**src/core/pm_cap_pkg.sv**
```systemverilog
package pm_cap_pkg;

  // ****************************************************************
  // structure layout: pointer register address, byte offsets from the capability base and bit positions
  // ****************************************************************
  localparam logic [7:0] CAP_PTR_ADDR      = 8'h34;
  localparam logic [1:0] OFS_CAPABILITY_IDENTIFIER        = 2'h0;
  localparam logic [1:0] OFS_NEXT_PTR      = 2'h1;
  localparam logic [1:0] OFS_PM_WORD       = 2'h2;
  localparam int         CAPABILITY_IDENTIFIER_LSB        = 0;
  localparam int         NEXT_PTR_LSB      = 8;
  localparam int         PM_WORD_LSB       = 16;

  // ****************************************************************
  // reset values
  // ****************************************************************
  localparam logic [7:0]  CAPABILITY_IDENTIFIER = 8'h01;
  localparam logic [7:0]  NEXT_PTR_FULL_SPEED   = 8'h00;
  localparam logic [7:0]  NEXT_PTR_HIGH_SPEED   = 8'hE4;
  localparam logic [15:0] PM_WORD_COMMON        = 16'hD282;
  localparam logic [15:0] PM_WORD_HS_BITS       = 16'h2C00;
  localparam logic [2:0]  AUX_CODE_DEFAULT      = 3'h2;
  localparam logic [2:0]  AUX_CODE_NONE         = 3'h0;
  localparam logic [2:0]  PM_REVISION_CODE      = 3'h2;

  // ****************************************************************
  // field positions in the capabilities word
  // ****************************************************************
  localparam int WAKE_STATE_SUPPORT_LSB = 11;
  localparam int WAKE_STATE_SUPPORT_MSB = 15;
  localparam int WAKE_COLD_BIT          = 15;
  localparam int STATE_TWO_SUPPORT_BIT  = 10;
  localparam int STATE_ONE_SUPPORT_BIT  = 9;
  localparam int AUX_CURRENT_LSB        = 6;
  localparam int AUX_CURRENT_MSB        = 8;
  localparam int DEVICE_INIT_BIT        = 5;
  localparam int RESERVED_BIT           = 4;
  localparam int WAKE_NEEDS_BUS_CLOCK_BIT = 3;
  localparam int PM_REVISION_LSB        = 0;
  localparam int PM_REVISION_MSB        = 2;

  localparam logic [31:0] READ_ZERO     = 32'h0000_0000;

  // config answer sequencing
  typedef enum logic [0:0] {
    ST_IDLE,
    ST_ANSWER
  } cfg_state_t;

endpackage : pm_cap_pkg

```
**src/core/pm_cap_regs.sv**
```systemverilog
`timescale 1ns/10ps
// power-management capability entry of one host function
module pm_cap_regs #(
  parameter bit         HIGH_SPEED    = 1'b0,
  parameter bit         DATA_REG_IMPL = 1'b0,
  parameter logic [2:0] AUX_CODE      = pm_cap_pkg::AUX_CODE_DEFAULT,
  parameter logic [7:0] CAP_BASE      = 8'h50
) (
  // clock and reset
  input  wire logic        core_clk,
  input  wire logic        rst,
  // configuration access from the host bridge
  input  wire logic        cfg_req,
  input  wire logic        cfg_we,
  input  wire logic [7:0]  cfg_addr,
  input  wire logic [3:0]  cfg_be,
  input  wire logic [31:0] cfg_wdata,
  // configuration answer
  output logic             cfg_ack_q,
  output logic             cfg_hit_q,
  output logic [31:0]      cfg_rdata_q,
  // capability contents seen by the function
  output logic [7:0]       next_capability_offset_q,
  output logic [15:0]      power_capabilities_word_q
);
  import pm_cap_pkg::*;

  // ****************************************************************
  // elaboration checks
  // ****************************************************************
  // the entry must sit dword aligned above the standard header
  if (CAP_BASE[1:0] != 2'h0 || CAP_BASE < 8'h40) begin : g_bad_base
    $error("capability base must be dword aligned and above 3Fh");
  end

  // ****************************************************************
  // decode helpers
  // ****************************************************************
  function automatic logic [5:0] dword_index(input logic [7:0] addr);
    dword_index = addr[7:2];
  endfunction : dword_index

  function automatic logic [31:0] entry_dword(input logic [7:0] nxt,
                                              input logic [15:0] pw);
    entry_dword = {pw, nxt, CAPABILITY_IDENTIFIER};
  endfunction : entry_dword

  // ****************************************************************
  // fixed contents
  // ****************************************************************
  localparam logic [7:0] NEXT_RESET = HIGH_SPEED ? NEXT_PTR_HIGH_SPEED
                                                 : NEXT_PTR_FULL_SPEED;

  wire logic [15:0] pm_word_value;

  pm_cap_word_builder #(
    .HIGH_SPEED    (HIGH_SPEED),
    .DATA_REG_IMPL (DATA_REG_IMPL),
    .AUX_CODE      (AUX_CODE)
  ) u_word (
    .pm_word (pm_word_value)
  );

  // the word is a constant; holding it in flops keeps outputs registered
  // and any configuration write simply never reaches these flops
  localparam logic [15:0] PM_RESET =
    {HIGH_SPEED ? (PM_WORD_COMMON[15:9] | PM_WORD_HS_BITS[15:9])
                : PM_WORD_COMMON[15:9],
     (DATA_REG_IMPL || !PM_WORD_COMMON[WAKE_COLD_BIT]) ? AUX_CODE_NONE
                                                        : AUX_CODE,
     PM_WORD_COMMON[5:3] & 3'h1,
     PM_REVISION_CODE};

  always_ff @(posedge core_clk or posedge rst) begin
    if (rst) begin
      next_capability_offset_q  <= NEXT_RESET;
      power_capabilities_word_q <= PM_RESET;
    end else begin
      next_capability_offset_q  <= NEXT_RESET;
      power_capabilities_word_q <= pm_word_value;
    end
  end

  // ****************************************************************
  // configuration decode
  // ****************************************************************
  wire logic        hit_entry;
  wire logic        hit_ptr;
  wire logic        take_req;
  wire logic [31:0] ptr_dword;
  wire logic [31:0] read_value;
  cfg_state_t       state_q;
  cfg_state_t       state_d;

  assign hit_entry  = dword_index(cfg_addr) == dword_index(CAP_BASE);
  assign hit_ptr    = dword_index(cfg_addr) == dword_index(CAP_PTR_ADDR);
  assign take_req   = cfg_req && state_q == ST_IDLE;
  // the pointer register at 34h lists this entry first
  assign ptr_dword  = {24'h00_0000, CAP_BASE};
  // reads return the whole dword; byte enables do not mask read data
  assign read_value = hit_entry ? entry_dword(next_capability_offset_q,
                                              power_capabilities_word_q)
                    : hit_ptr   ? ptr_dword
                    : READ_ZERO;

  // one answer per request; a request during the answer is dropped
  always_comb begin
    state_d = state_q;
    unique case (state_q)
      ST_IDLE: begin
        if (cfg_req) begin
          state_d = ST_ANSWER;
        end
      end
      ST_ANSWER: begin
        state_d = ST_IDLE;
      end
    endcase
  end

  // ****************************************************************
  // answer registers
  // ****************************************************************
  // writes complete normally with zero read data and no side effect
  always_ff @(posedge core_clk or posedge rst) begin
    if (rst) begin
      state_q     <= ST_IDLE;
      cfg_ack_q   <= 1'b0;
      cfg_hit_q   <= 1'b0;
      cfg_rdata_q <= READ_ZERO;
    end else begin
      state_q     <= state_d;
      cfg_ack_q   <= take_req;
      cfg_hit_q   <= take_req && (hit_entry || hit_ptr);
      cfg_rdata_q <= (take_req && !cfg_we) ? read_value : READ_ZERO;
    end
  end

  wire logic unused_inputs;
  assign unused_inputs = ^{cfg_be, cfg_wdata};
endmodule : pm_cap_regs

```
**src/core/pm_cap_word_builder.sv**
```systemverilog
`timescale 1ns/10ps
// assembles the capabilities word from the function's options
module pm_cap_word_builder #(
  parameter bit         HIGH_SPEED    = 1'b0,
  parameter bit         DATA_REG_IMPL = 1'b0,
  parameter logic [2:0] AUX_CODE      = pm_cap_pkg::AUX_CODE_DEFAULT
) (
  // assembled word
  output wire logic [15:0] pm_word
);
  import pm_cap_pkg::*;

  // ****************************************************************
  // field assembly
  // ****************************************************************
  wire logic [15:0] base_word;
  wire logic        cold_wake;
  wire logic        any_wake;
  wire logic [2:0]  aux_field;

  // high-speed function adds D0 wake, D2 wake and D2 support
  assign base_word = HIGH_SPEED ? (PM_WORD_COMMON | PM_WORD_HS_BITS)
                                : PM_WORD_COMMON;
  assign cold_wake = base_word[WAKE_COLD_BIT];
  assign any_wake  = |base_word[WAKE_STATE_SUPPORT_MSB:
                                WAKE_STATE_SUPPORT_LSB];
  // data register takes precedence; no cold wake means no aux draw
  assign aux_field = (DATA_REG_IMPL || !cold_wake) ? AUX_CODE_NONE
                                                   : AUX_CODE;

  // reserved and init bits are forced low, clock bit is gated by any wake support, revision fixed
  assign pm_word = {base_word[15:9],
                    aux_field,
                    1'b0,
                    1'b0,
                    base_word[WAKE_NEEDS_BUS_CLOCK_BIT] & any_wake,
                    PM_REVISION_CODE};

endmodule : pm_cap_word_builder

```
**config.mk**
```make
export PLATFORM = sky130hd
export DESIGN_NAME = pm_cap_regs
export DESIGN_NICKNAME = d
export VERILOG_FILES = /design/src/core/pm_cap_pkg.sv /design/src/core/pm_cap_regs.sv /design/src/core/pm_cap_word_builder.sv
export SDC_FILE = /design/constraint.sdc
export NUM_CORES = 1
export LEC_CHECK = 0
export BUFFER_PORTS_ARGS = -buffer_cell sky130_fd_sc_hd__buf_4
export CAP_MARGIN = 25
export CELL_PAD_IN_SITES_DETAIL_PLACEMENT = 0
export CELL_PAD_IN_SITES_GLOBAL_PLACEMENT = 1
export CORE_MARGIN = 2
export CORE_UTILIZATION = 15
export DETAILED_ROUTE_END_ITERATION = 10
export PLACE_DENSITY = 0.8
export SLEW_MARGIN = 20
export SYNTH_ARGS = -nofsm -noshare
export SYNTH_HDL_FRONTEND = slang
export SYNTH_SLANG_ARGS = --single-unit
```
**constraint.sdc**
```tcl
create_clock -name core_clk -period 1.28 [get_ports core_clk]
set_input_delay 0.128 -clock core_clk [delete_from_list [all_inputs] [get_ports core_clk]]
set_output_delay 0.128 -clock core_clk [all_outputs]
set_load 0.05 [all_outputs]
```
After elaboration in Yosys (flattened, before gate mapping):

Index checks and enable logic that the tools add are counted.

* flip-flop bits (word level): 35
* input port bits: 48
* output and inout port bits: 58
* word-level logic and storage cells: 17

* eq/ne operators: 2
* multiplexer cells: 5
* bitwise operators: 1
* reductions and logical operators: 5

Operator list (number)
* $mux 32: 2
* $mux 7: 1
* $eq 6x4->1 const B: 1
* $eq 6x5->1 const B: 1
* $logic_and 1x1->1: 3
* $pmux 1 s2: 1
* $logic_not 1->1: 1
* $logic_or 1x1->1: 1
* $mux 1: 1
* $not 1->1: 1

Depth between registers and ports, before layout:

Gate-level depths: netlist of the first run.

* depth in word-level cells: 4
* depth in mapped cells: 2
* mapped depth without buffers: 2

Hierarchy:

Synthesis of the first run repeated with hierarchy kept, for this count alone.

* cells, all modules: 124
* area total of the unflattened synthesis: 1640.3 µm²

By module, submodules not included
* pm_cap_regs: times used 1, cells each 106, area each 1512.7 µm², sequential area each 908.4 µm²
* pm_cap_word_builder: times used 1, cells each 18, area each 127.6 µm², sequential area each 0.0 µm²

Least setup slack after synthesis of the first run:

No wires, ideal clock.

* kind: reg-to-reg
* start: reg state_q
* end: reg cfg_rdata_q[6]
* setup time: 0.101 ns
* arrival: 1.095 ns
* data required time: 1.179 ns
* slack: 0.084 ns
* cell stages (with the launch flop): 3
* path buffers: 0
* clock period less this slack: 1.196 ns
* cell sequence: dfrtp_1 -> nand4bb_1 -> nor4_1

* cells in the longest elaborated chain, start to end: 4

Ends and longest elaborated chain
* from (decl): RTL line pm_cap_regs.sv:92 `cfg_state_t state_q;`
* from (signal assigned): RTL line pm_cap_regs.sv:132 `state_q <= state_d;`
* $not 1->1
* $logic_and 1x1->1: RTL line pm_cap_regs.sv:97 `assign take_req = cfg_req && state_q == ST_IDLE;`
* $logic_and 1x1->1: RTL line pm_cap_regs.sv:135 `cfg_rdata_q <= (take_req && !cfg_we) ? read_value : READ_ZERO;`
* $mux 32: RTL line pm_cap_regs.sv:135
* to (signal assigned): RTL line pm_cap_regs.sv:135
* to (decl): RTL line pm_cap_regs.sv:21 `output logic [31:0] cfg_rdata_q,`

No other way between the ends.

==> results.md, run 1 <==
* Dpl hpwl at 681.4 um
* VDD IR max at 366.4 uV
* Max Fanout on Critical Path at 7
* # port buffers at 20
* I/O pin count at 106
* Register area share after synthesis at 17.20%
* Chip width at 66.28 um
* Startpoint types: register
* Max-cap violations at 0
* H-tree level count at 1
* Die area at 4393 um^2
* Worst path top cell family by delay: flip-flops
* Vias per cell at 2.397
* Mapped Area at 581.8 um^2
* Global-route wire length before repair at 876 um
* CTS tree: built
* DIE HEIGHT at 66.28 um
* Critical R2R Launch: state_q
* Fin cells at 131
* Count of final setup violators at 0
* Final WS setup at 0.2162 ns
* Final WL at 727 um
* Setup Fix Bufs, Post-CTS at 0
* Status: completed
* First-pass DRT Iterations at 2
* Slowest stage delay, CP at 0.47 ns
* CP arrival at 0.94 ns
* Max frequency at 940.1 MHz
* Routed wire per std cell at 5.550 um
* Pwr dens at 1229 nW/um^2
* Worst skew pair latency at 0.22 ns
* Nets at 133
* FP Rows at 22
* Hold wc startpoint: cfg_we
* Area growth syn-to-layout at 4.301%
* Crit path time final at 1.064 ns
* Clock skew at 0.0005739 ns
* Remaining DRCs at 0
* Root buf cell: clkbuf_8
* Post-place setup slack at 0.2585 ns
* Critical path buffer and inverter count at 1
* Crit path required time at 1.15 ns
* Final Hold Fails at 0
* Seq cells post-synth at 4
* Ys Warns at 0
* Number of clock sinks at 4
* Leakage at 0.3500 nW
* Worst hold stages at 2
* Setup TNS at 0 ns
* Unique masters post-synth at 11
* GRT Residual Overflow at 0
* Total GRT Usage at 3.104%
* Unrepaired setup endpoints after global routing: no
* DP Cell Count at 127
* Hold_ws at 0.07797 ns
* Crit path kind: register to output port
* Hold Path Class: input pin to register
* Initial antenna violation count at 0
* Starting Density at 15.77%
* Core box area at 3689 um^2
* R2r endpoint: cfg_rdata_q[6]
* Largest net degree at the start of global routing at 8
* CTS Buf Count at 3
* ANT nets after route at 0
* Layout cells sized above 1 at 30.12%
* Worst-path cell chain: buf_4
* WHS Endpoint: cfg_rdata_q[30]
* Critical-path top delay cell: dfrtp_1
* R2R Setup Slk at 0.26 ns
* Routability congestion estimate at 0.6410
* Antenna Cells at 0
* Reg clk slew, reported paths at 0.03 ns
* Avg Cell Area, Syn at 8.556 um^2
* Period utilization at 83.11%
* R2R depth at 2
* Critical Path Sink Type: output port
* Max Slew Vio Count at 0
* First DRT Iteration DRCs at 1
* Mapped Cells at 68
* Clock Path Buffers at 2
* Vias in the first global route at 207
* Vias at 314
==> through the flow <==
stage / utilization (%) / total power, mW / area, um^2
4_1_cts: 16.45 / 0.7522 / 606.8
6_report: 16.45 / 0.7459 / 606.8
3_3_place_gp: 15.06 / 0.4811 / 555.5
3_5_place_dp: 15.06 / 0.4818 / 555.5
2_1_floorplan: - / 0.5655 / 750.7
5_1_grt: 16.45 / 0.7748 / 606.8
==> cells in the mapped netlist <==
master      n  area [um^2]
dfrtp_1     4        100.1
buf_4      54        405.4
conb_1      2        7.510
nor2b_1     1        6.260
or3b_1      1        8.760
nor4_1      1        6.260
nand4bb_1   1        11.26
a211oi_2    1        12.51
nand3b_1    1        7.510
nor4_2      1        12.51
inv_1       1        3.750
==> sequential cells by signal, indices dropped and copies added (netlist names) <==
name / cells
cfg_rdata_q: 2
cfg_hit_q: 1
state_q: 1
==> kinds of logic (layout without fill, tap and decap cells) <==
kind of cell | after synthesis | in the layout | synth area share [%]
AOI/OAI and AO/OA | 1 | 1 | 2.150
buffers and inverters | 55 | 25 | 70.32
DFF | 4 | 4 | 17.20
other | 2 | 47 | 1.291
and+or+nand+nor | 6 | 6 | 9.034
==> area by class of cell <==
class                      count  area [um^2]
inverter                       1        3.754
clock buffer                   3        41.29
fill                         422         3082
multi-input combinational     54        241.5
timing repair buffer          21        160.2
tap                           48        60.06
sequential                     4        100.1
==> placed cells by master, fill, tap and decap left out <==
master / netlist / routed
buf_4: 54 / 20
nor4_2: 1 / 1
conb_1: 2 / 47
inv_1: 1 / 1
dfrtp_1: 4 / 4
nand4bb_1: 1 / 1
clkbuf_8: 0 / 3
nor4_1: 1 / 1
dlygate4sd3_1: 0 / 1
nand3b_1: 1 / 1
nor2b_1: 1 / 1
a211oi_2: 1 / 1
or3b_1: 1 / 1
==> layer usage <==
metal	track usage, %	vias to the layer above	share of wire, %
met5	0	-	0
met2	4.625	41	51
li1	-	140	-
met3	1.533	2	20
met1	2.744	131	27
met4	3.827	0	2.3
==> report_power, final <==
group	switching (mW)	internal (mW)
Clock	0.0610	0.200
Combinational	0.325	0.0281
Sequential	0.00193	0.130
==> worst max-delay path by stage <==
stage	slack, ns	depth (start not counted)	from	to
floorplan	0.08	2	state_q	cfg_rdata_q[6]
global placement	0.26	2	state_q	cfg_rdata_q[6]
detailed placement	0.26	2	state_q	cfg_rdata_q[6]
CTS	0.18	1	cfg_rdata_q[30]	cfg_rdata_q[31]
global route	0.15	1	cfg_rdata_q[30]	cfg_rdata_q[31]
finish	0.22	1	cfg_rdata_q[30]	cfg_rdata_q[31]
==> what timing repair did <==
| item | CTS | global route |
|---|---|---|
| gates resized for setup | 0 | 0 |
| hold buffers | 1 | 0 |
| hold endpoints to repair | 4 | 0 |
(Power assumes the default switching activity.)
==> run 2, diff against run 1 <==
- CORE_UTILIZATION: 15 -> 13
- PLACE_DENSITY: 0.8 -> 0.74
- clock period: 1.28 -> 0.9 ns (I/O delays scaled with it)
==> results.md, run 2 (synthesis gave the netlist of run 1 again) <==
* Seq pwr share at 16.9%
* GRT Residual Overflow at 0
* VDD IR max at 426.8 uV
* Global-route wire length before repair at 883 um
* Clock skew at 0.004688 ns
* Core box area at 4324 um^2
* Final Hold Fails at 0
* Dpl hpwl at 688.9 um
* ANT nets after route at 0
* Largest register FFs at 2
* H-tree level count at 1
* Largest registers: cfg_rdata_q x2, cfg_hit_q x1, state_q x1
* Total GRT Usage at 2.441%
* Leakage at 0.3647 nW
* Max Slew Vio Count at 0
* Worst skew pair latency at 0.22 ns
* Area growth syn-to-layout at 16.13%
* Starting Density at 13.45%
* First DRT Iteration DRCs at 0
* Max frequency at 1018 MHz
* Slowest stage delay, CP at 0.41 ns
* Logic pwr share at 47.3%
* FP Rows at 24
* Final WL at 783 um
* Nets at 134
* R2R Setup Slk at -0.07 ns
* I/O pin count at 106
* Routability congestion estimate at 0.5806
* Number of clock sinks at 4
* Critical-path top delay cell: dfrtp_2
* Worst-path cell chain: buf_6 > buf_8
* Antenna Cells at 0
* Clock Path Buffers at 2
* Status: complete, but fails checks
* Final WS setup at -0.08221 ns
* Failing checks: negative setup slack
* Period utilization at 109.1%
* Clock network fraction of total power at 35.8%
* Unrepaired setup endpoints after global routing: yes
* CTS tree: built
* Initial antenna violation count at 0
* Routed wire per std cell at 5.715 um
* # port buffers at 20
* Reg clk slew, reported paths at 0.03 ns
* Critical Path Sink Type: output port
* CP arrival at 0.89 ns
* CP endpoint: cfg_ack_q
* Final Util at 15.63%
* Pwr dens at 1652 nW/um^2
* Vias per cell at 2.372
* First-pass DRT Iterations at 1
* Vias in the first global route at 197
* Commonest non-fill, non-tap cell in the layout: conb_1
* Layout cells sized above 1 at 35.29%
* Hold Path Class: input pin to register
* Hold wc startpoint: cfg_we
* Chip width at 70.90 um
* Critical R2R Launch: state_q
* R2R depth at 2
* Die area at 5027 um^2
* Crit path kind: register to output port
* Max-cap violations at 0
* Power Total at 1.116 mW
* Root buf cell: clkbuf_8
* CTS Buf Count at 3
* Switching Share at 51.29%
* Cell Int Power at 0.5438 mW
* Commonest cells after routing, fill and taps aside: conb_1, buf_4, clkbuf_8, buf_6
* Crit path time final at 0.9822 ns
* Setup Fix Bufs, Post-CTS at 0
* Crit path required time at 0.81 ns
* Remaining DRCs at 0
* DIE HEIGHT at 70.90 um
* Worst setup path startpoint: state_q
* R2r endpoint: cfg_rdata_q[6]
* Largest net degree at the start of global routing at 8
* Startpoint types: register
* Count of final setup violators at 10
* Psw at 0.5725 mW
* Vias at 325
* Biggest register: cfg_rdata_q
* Max Fanout on Critical Path at 2
-- run 2: cell types whose count changed in the layout (fill, tap and decap cells not counted), sizes merged --
cell,before,now
buf,20,21
clkbuf,3,4
-- run 2: final cells by class --
type | instances | area, um^2
clock buffer | 4 | 45.04
fill | 520 | 3649
inverter | 1 | 3.754
multi-input combinational | 54 | 272.8
sequential | 4 | 102.6
tap | 52 | 65.06
timing repair buffer | 22 | 186.4
-- run 2: worst min path at each step --
stage                            to  cells after the start
finish              cfg_rdata_q[30]                      2
floorplan                 cfg_hit_q                      1
CTS                 cfg_rdata_q[30]                      2
detailed placement   cfg_rdata_q[6]                      2
global route        cfg_rdata_q[30]                      2
global placement     cfg_rdata_q[6]                      2
-- run 2: what timing repair did --
action	4_1_cts	5_1_grt
hold buffers	1	0
endpoints found under the setup margin	10	11
endpoints found under the hold margin	4	0
resized for setup	5	2
-- run 2: power by group through the flow --
stage | Clock [mW] | Sequential (mW) | Combinational, mW
CTS | 0.409 | 0.189 | 0.521
floorplan | 0 | 0.203 | 0.607
finish | 0.399 | 0.189 | 0.528
global placement | 0 | 0.190 | 0.507
global route | 0.427 | 0.189 | 0.544
detailed placement | 0 | 0.190 | 0.509
-- run 2: through the flow --
stage | cell area [um^2] | setup WS, ns | hold slack [ns] | cells | TNS [ns]
floorplan | 769.5 | -0.1540 | -0.1441 | 113 | -0.4424
global placement | 586.8 | -0.06897 | -0.01925 | 132 | -0.09110
detailed placement | 586.8 | -0.06606 | -0.01030 | 132 | -0.09716
CTS | 663.1 | -0.08286 | 0.03709 | 137 | -0.7026
global route | 675.6 | -0.1251 | 0.05407 | 137 | -1.131
finish | 675.6 | -0.08221 | 0.05404 | 137 | -0.6177
-- run 2: critical path, delay by kind of cell, from the launching register on --
family | cells | cell delay, ns
DFF | 1 | 0.41
buffers and inverters | 2 | 0.26
-- run 2: per-layer routing --
metal | vias to the layer above | track usage [%] | part of all wire (%)
met1 | 139 | 2.675 | 28
met2 | 40 | 3.531 | 50
met5 | - | 0 | 0
met3 | 3 | 1.282 | 19
met4 | 0 | 1.887 | 2.4
li1 | 143 | - | -
==> run 3, diff against run 2 <==
- CORE_MARGIN: 2 -> unset
==> results.md, run 3 (synthesis gave the netlist of run 1 again) <==
* Status: complete, but fails checks
* Failing checks: negative setup slack
* Wire length on met2 at 394 um
* Final Hold Fails at 0
* Pwr dens at 1626 nW/um^2
* FP Rows at 23
* Starting Density at 14.04%
* Area growth syn-to-layout at 17.63%
* Worst path top cell family by delay: flip-flops
* Clock skew at 0.005164 ns
* Max frequency at 1024 MHz
* WL met3 at 104 um
* Critical path buffer and inverter count at 2
* Layout cells sized above 1 at 35.29%
* Area after DPL at 584.3 um^2
* Vias at 324
* Routed wire per std cell at 5.578 um
* Biggest register: cfg_rdata_q
* Commonest non-fill, non-tap cell in the layout: conb_1
* Crit path required time at 0.81 ns
* Die area at 4747 um^2
* Max Slew Vio Count at 0
* Final WS setup at -0.07703 ns
* Nets at 134
* H-tree level count at 1
* Post-route cell area at 684.4 um^2
* GRT Residual Overflow at 0
* # port buffers at 20
* Initial antenna violation count at 0
* Startpoint types: register
* M1 wire length at 254 um
* Core box area at 4144 um^2
* Period utilization at 108.6%
* CTS tree: built
* ANT nets after route at 0
* Crit path kind: register to output port
* VDD IR max at 443.4 uV
* Hold Path Class: input pin to register
* Critical Path Sink Type: output port
* Worst skew pair latency at 0.22 ns
* First-pass DRT Iterations at 1
* Max Used Layer: met3
* Worst-path cell chain: buf_6 > buf_8
* Clock Path Buffers at 2
* Reg clk slew, reported paths at 0.03 ns
* CTS Buf Count at 3
* Final WL at 753 um
* Slowest stage delay, CP at 0.41 ns
* Vias in the first global route at 229
* Largest register FFs at 2
* Number of clock sinks at 4
* Commonest cells after routing, fill and taps aside: conb_1, buf_4, buf_6
* Critical-path top delay cell: dfrtp_2
* Routability congestion estimate at 0.5956
* CP arrival at 0.89 ns
* First DRT Iteration DRCs at 0
* DIE HEIGHT at 68.90 um
* Crit path time final at 0.9770 ns
* Largest registers: cfg_rdata_q x2, cfg_hit_q x1, state_q x1
* Vias per cell at 2.400
* Antenna Cells at 0
* Max-cap violations at 0
* Leakage at 0.3668 nW
* Dpl hpwl at 671.1 um
* Unrepaired setup endpoints after global routing: yes
* Count of final setup violators at 11
* Chip width at 68.90 um
* Max Fanout on Critical Path at 2
* Remaining DRCs at 0
* Total GRT Usage at 2.734%
* Largest net degree at the start of global routing at 8
* I/O pin count at 106
* Global-route wire length before repair at 883 um
* Root buf cell: clkbuf_8
* Hold_ws at 0.05546 ns
## run 3: final timing paths
| kind | slack (ns) | startpoint | cells past startpoint | to |
|---|---|---|---|---|
| max in group asynchronous | 0.43 | rst | 3 | cfg_rdata_q[30] |
| max reg2reg | -0.06 | state_q | 2 | cfg_rdata_q[6] |
| max | -0.08 | state_q | 2 | cfg_ack_q |
| min reg2reg | 0.55 | state_q | 2 | state_q |
| min in group asynchronous | 0.31 | rst | 3 | state_q |
| min | 0.06 | cfg_we | 2 | cfg_rdata_q[30] |
## run 3: final cells by class
cell class                      instances  area [um^2]
Multi-Input combinational cell         54        272.8
Clock buffer                            4        45.04
Timing Repair Buffer                   22        197.7
Fill cell                             480         3460
Tap cell                               50        62.56
Sequential cell                         4        102.6
Inverter                                1        3.754
## run 3: power by group
group / internal (mW) / switching, mW / total [mW]
combinational: 0.0560 / 0.472 / 0.528
clock: 0.303 / 0.0936 / 0.396
sequential: 0.185 / 0.00317 / 0.188
## run 3: metal layers
layer	global-route usage [%]	up-vias
met3	1.151	0
met4	2.296	0
met2	4.005	38
met1	3.033	143
met5	0	-
li1	-	143
## run 3: worst reg2reg max path, cell delays in order, from the launching register on
cell and delay, ns:
dfrtp_2 0.41, nand4bb_4 0.23, nor4_2 0.22
## run 3: per-stage QoR
step | power, mW | TNS [ns] | worst slack [ns] | util, % | std cells
finish | 1.113 | -0.6186 | -0.07703 | 16.52 | 135
global route | 1.160 | -1.085 | -0.1191 | 16.52 | 135
CTS | 1.121 | -0.7117 | -0.08002 | 15.94 | 135
detailed placement | 0.6986 | -0.1119 | -0.06439 | 14.10 | 130
global placement | 0.6975 | -0.09828 | -0.06946 | 14.10 | 130
floorplan | 0.8100 | -0.4424 | -0.1540 | - | 113
## run 3: repair_timing
item                                    CTS  global route
resized for setup                         5             5
hold endpoints to repair                  4             0
hold buffers                              1             0
setup buffers                             0             0
endpoints found under the setup margin   10            12
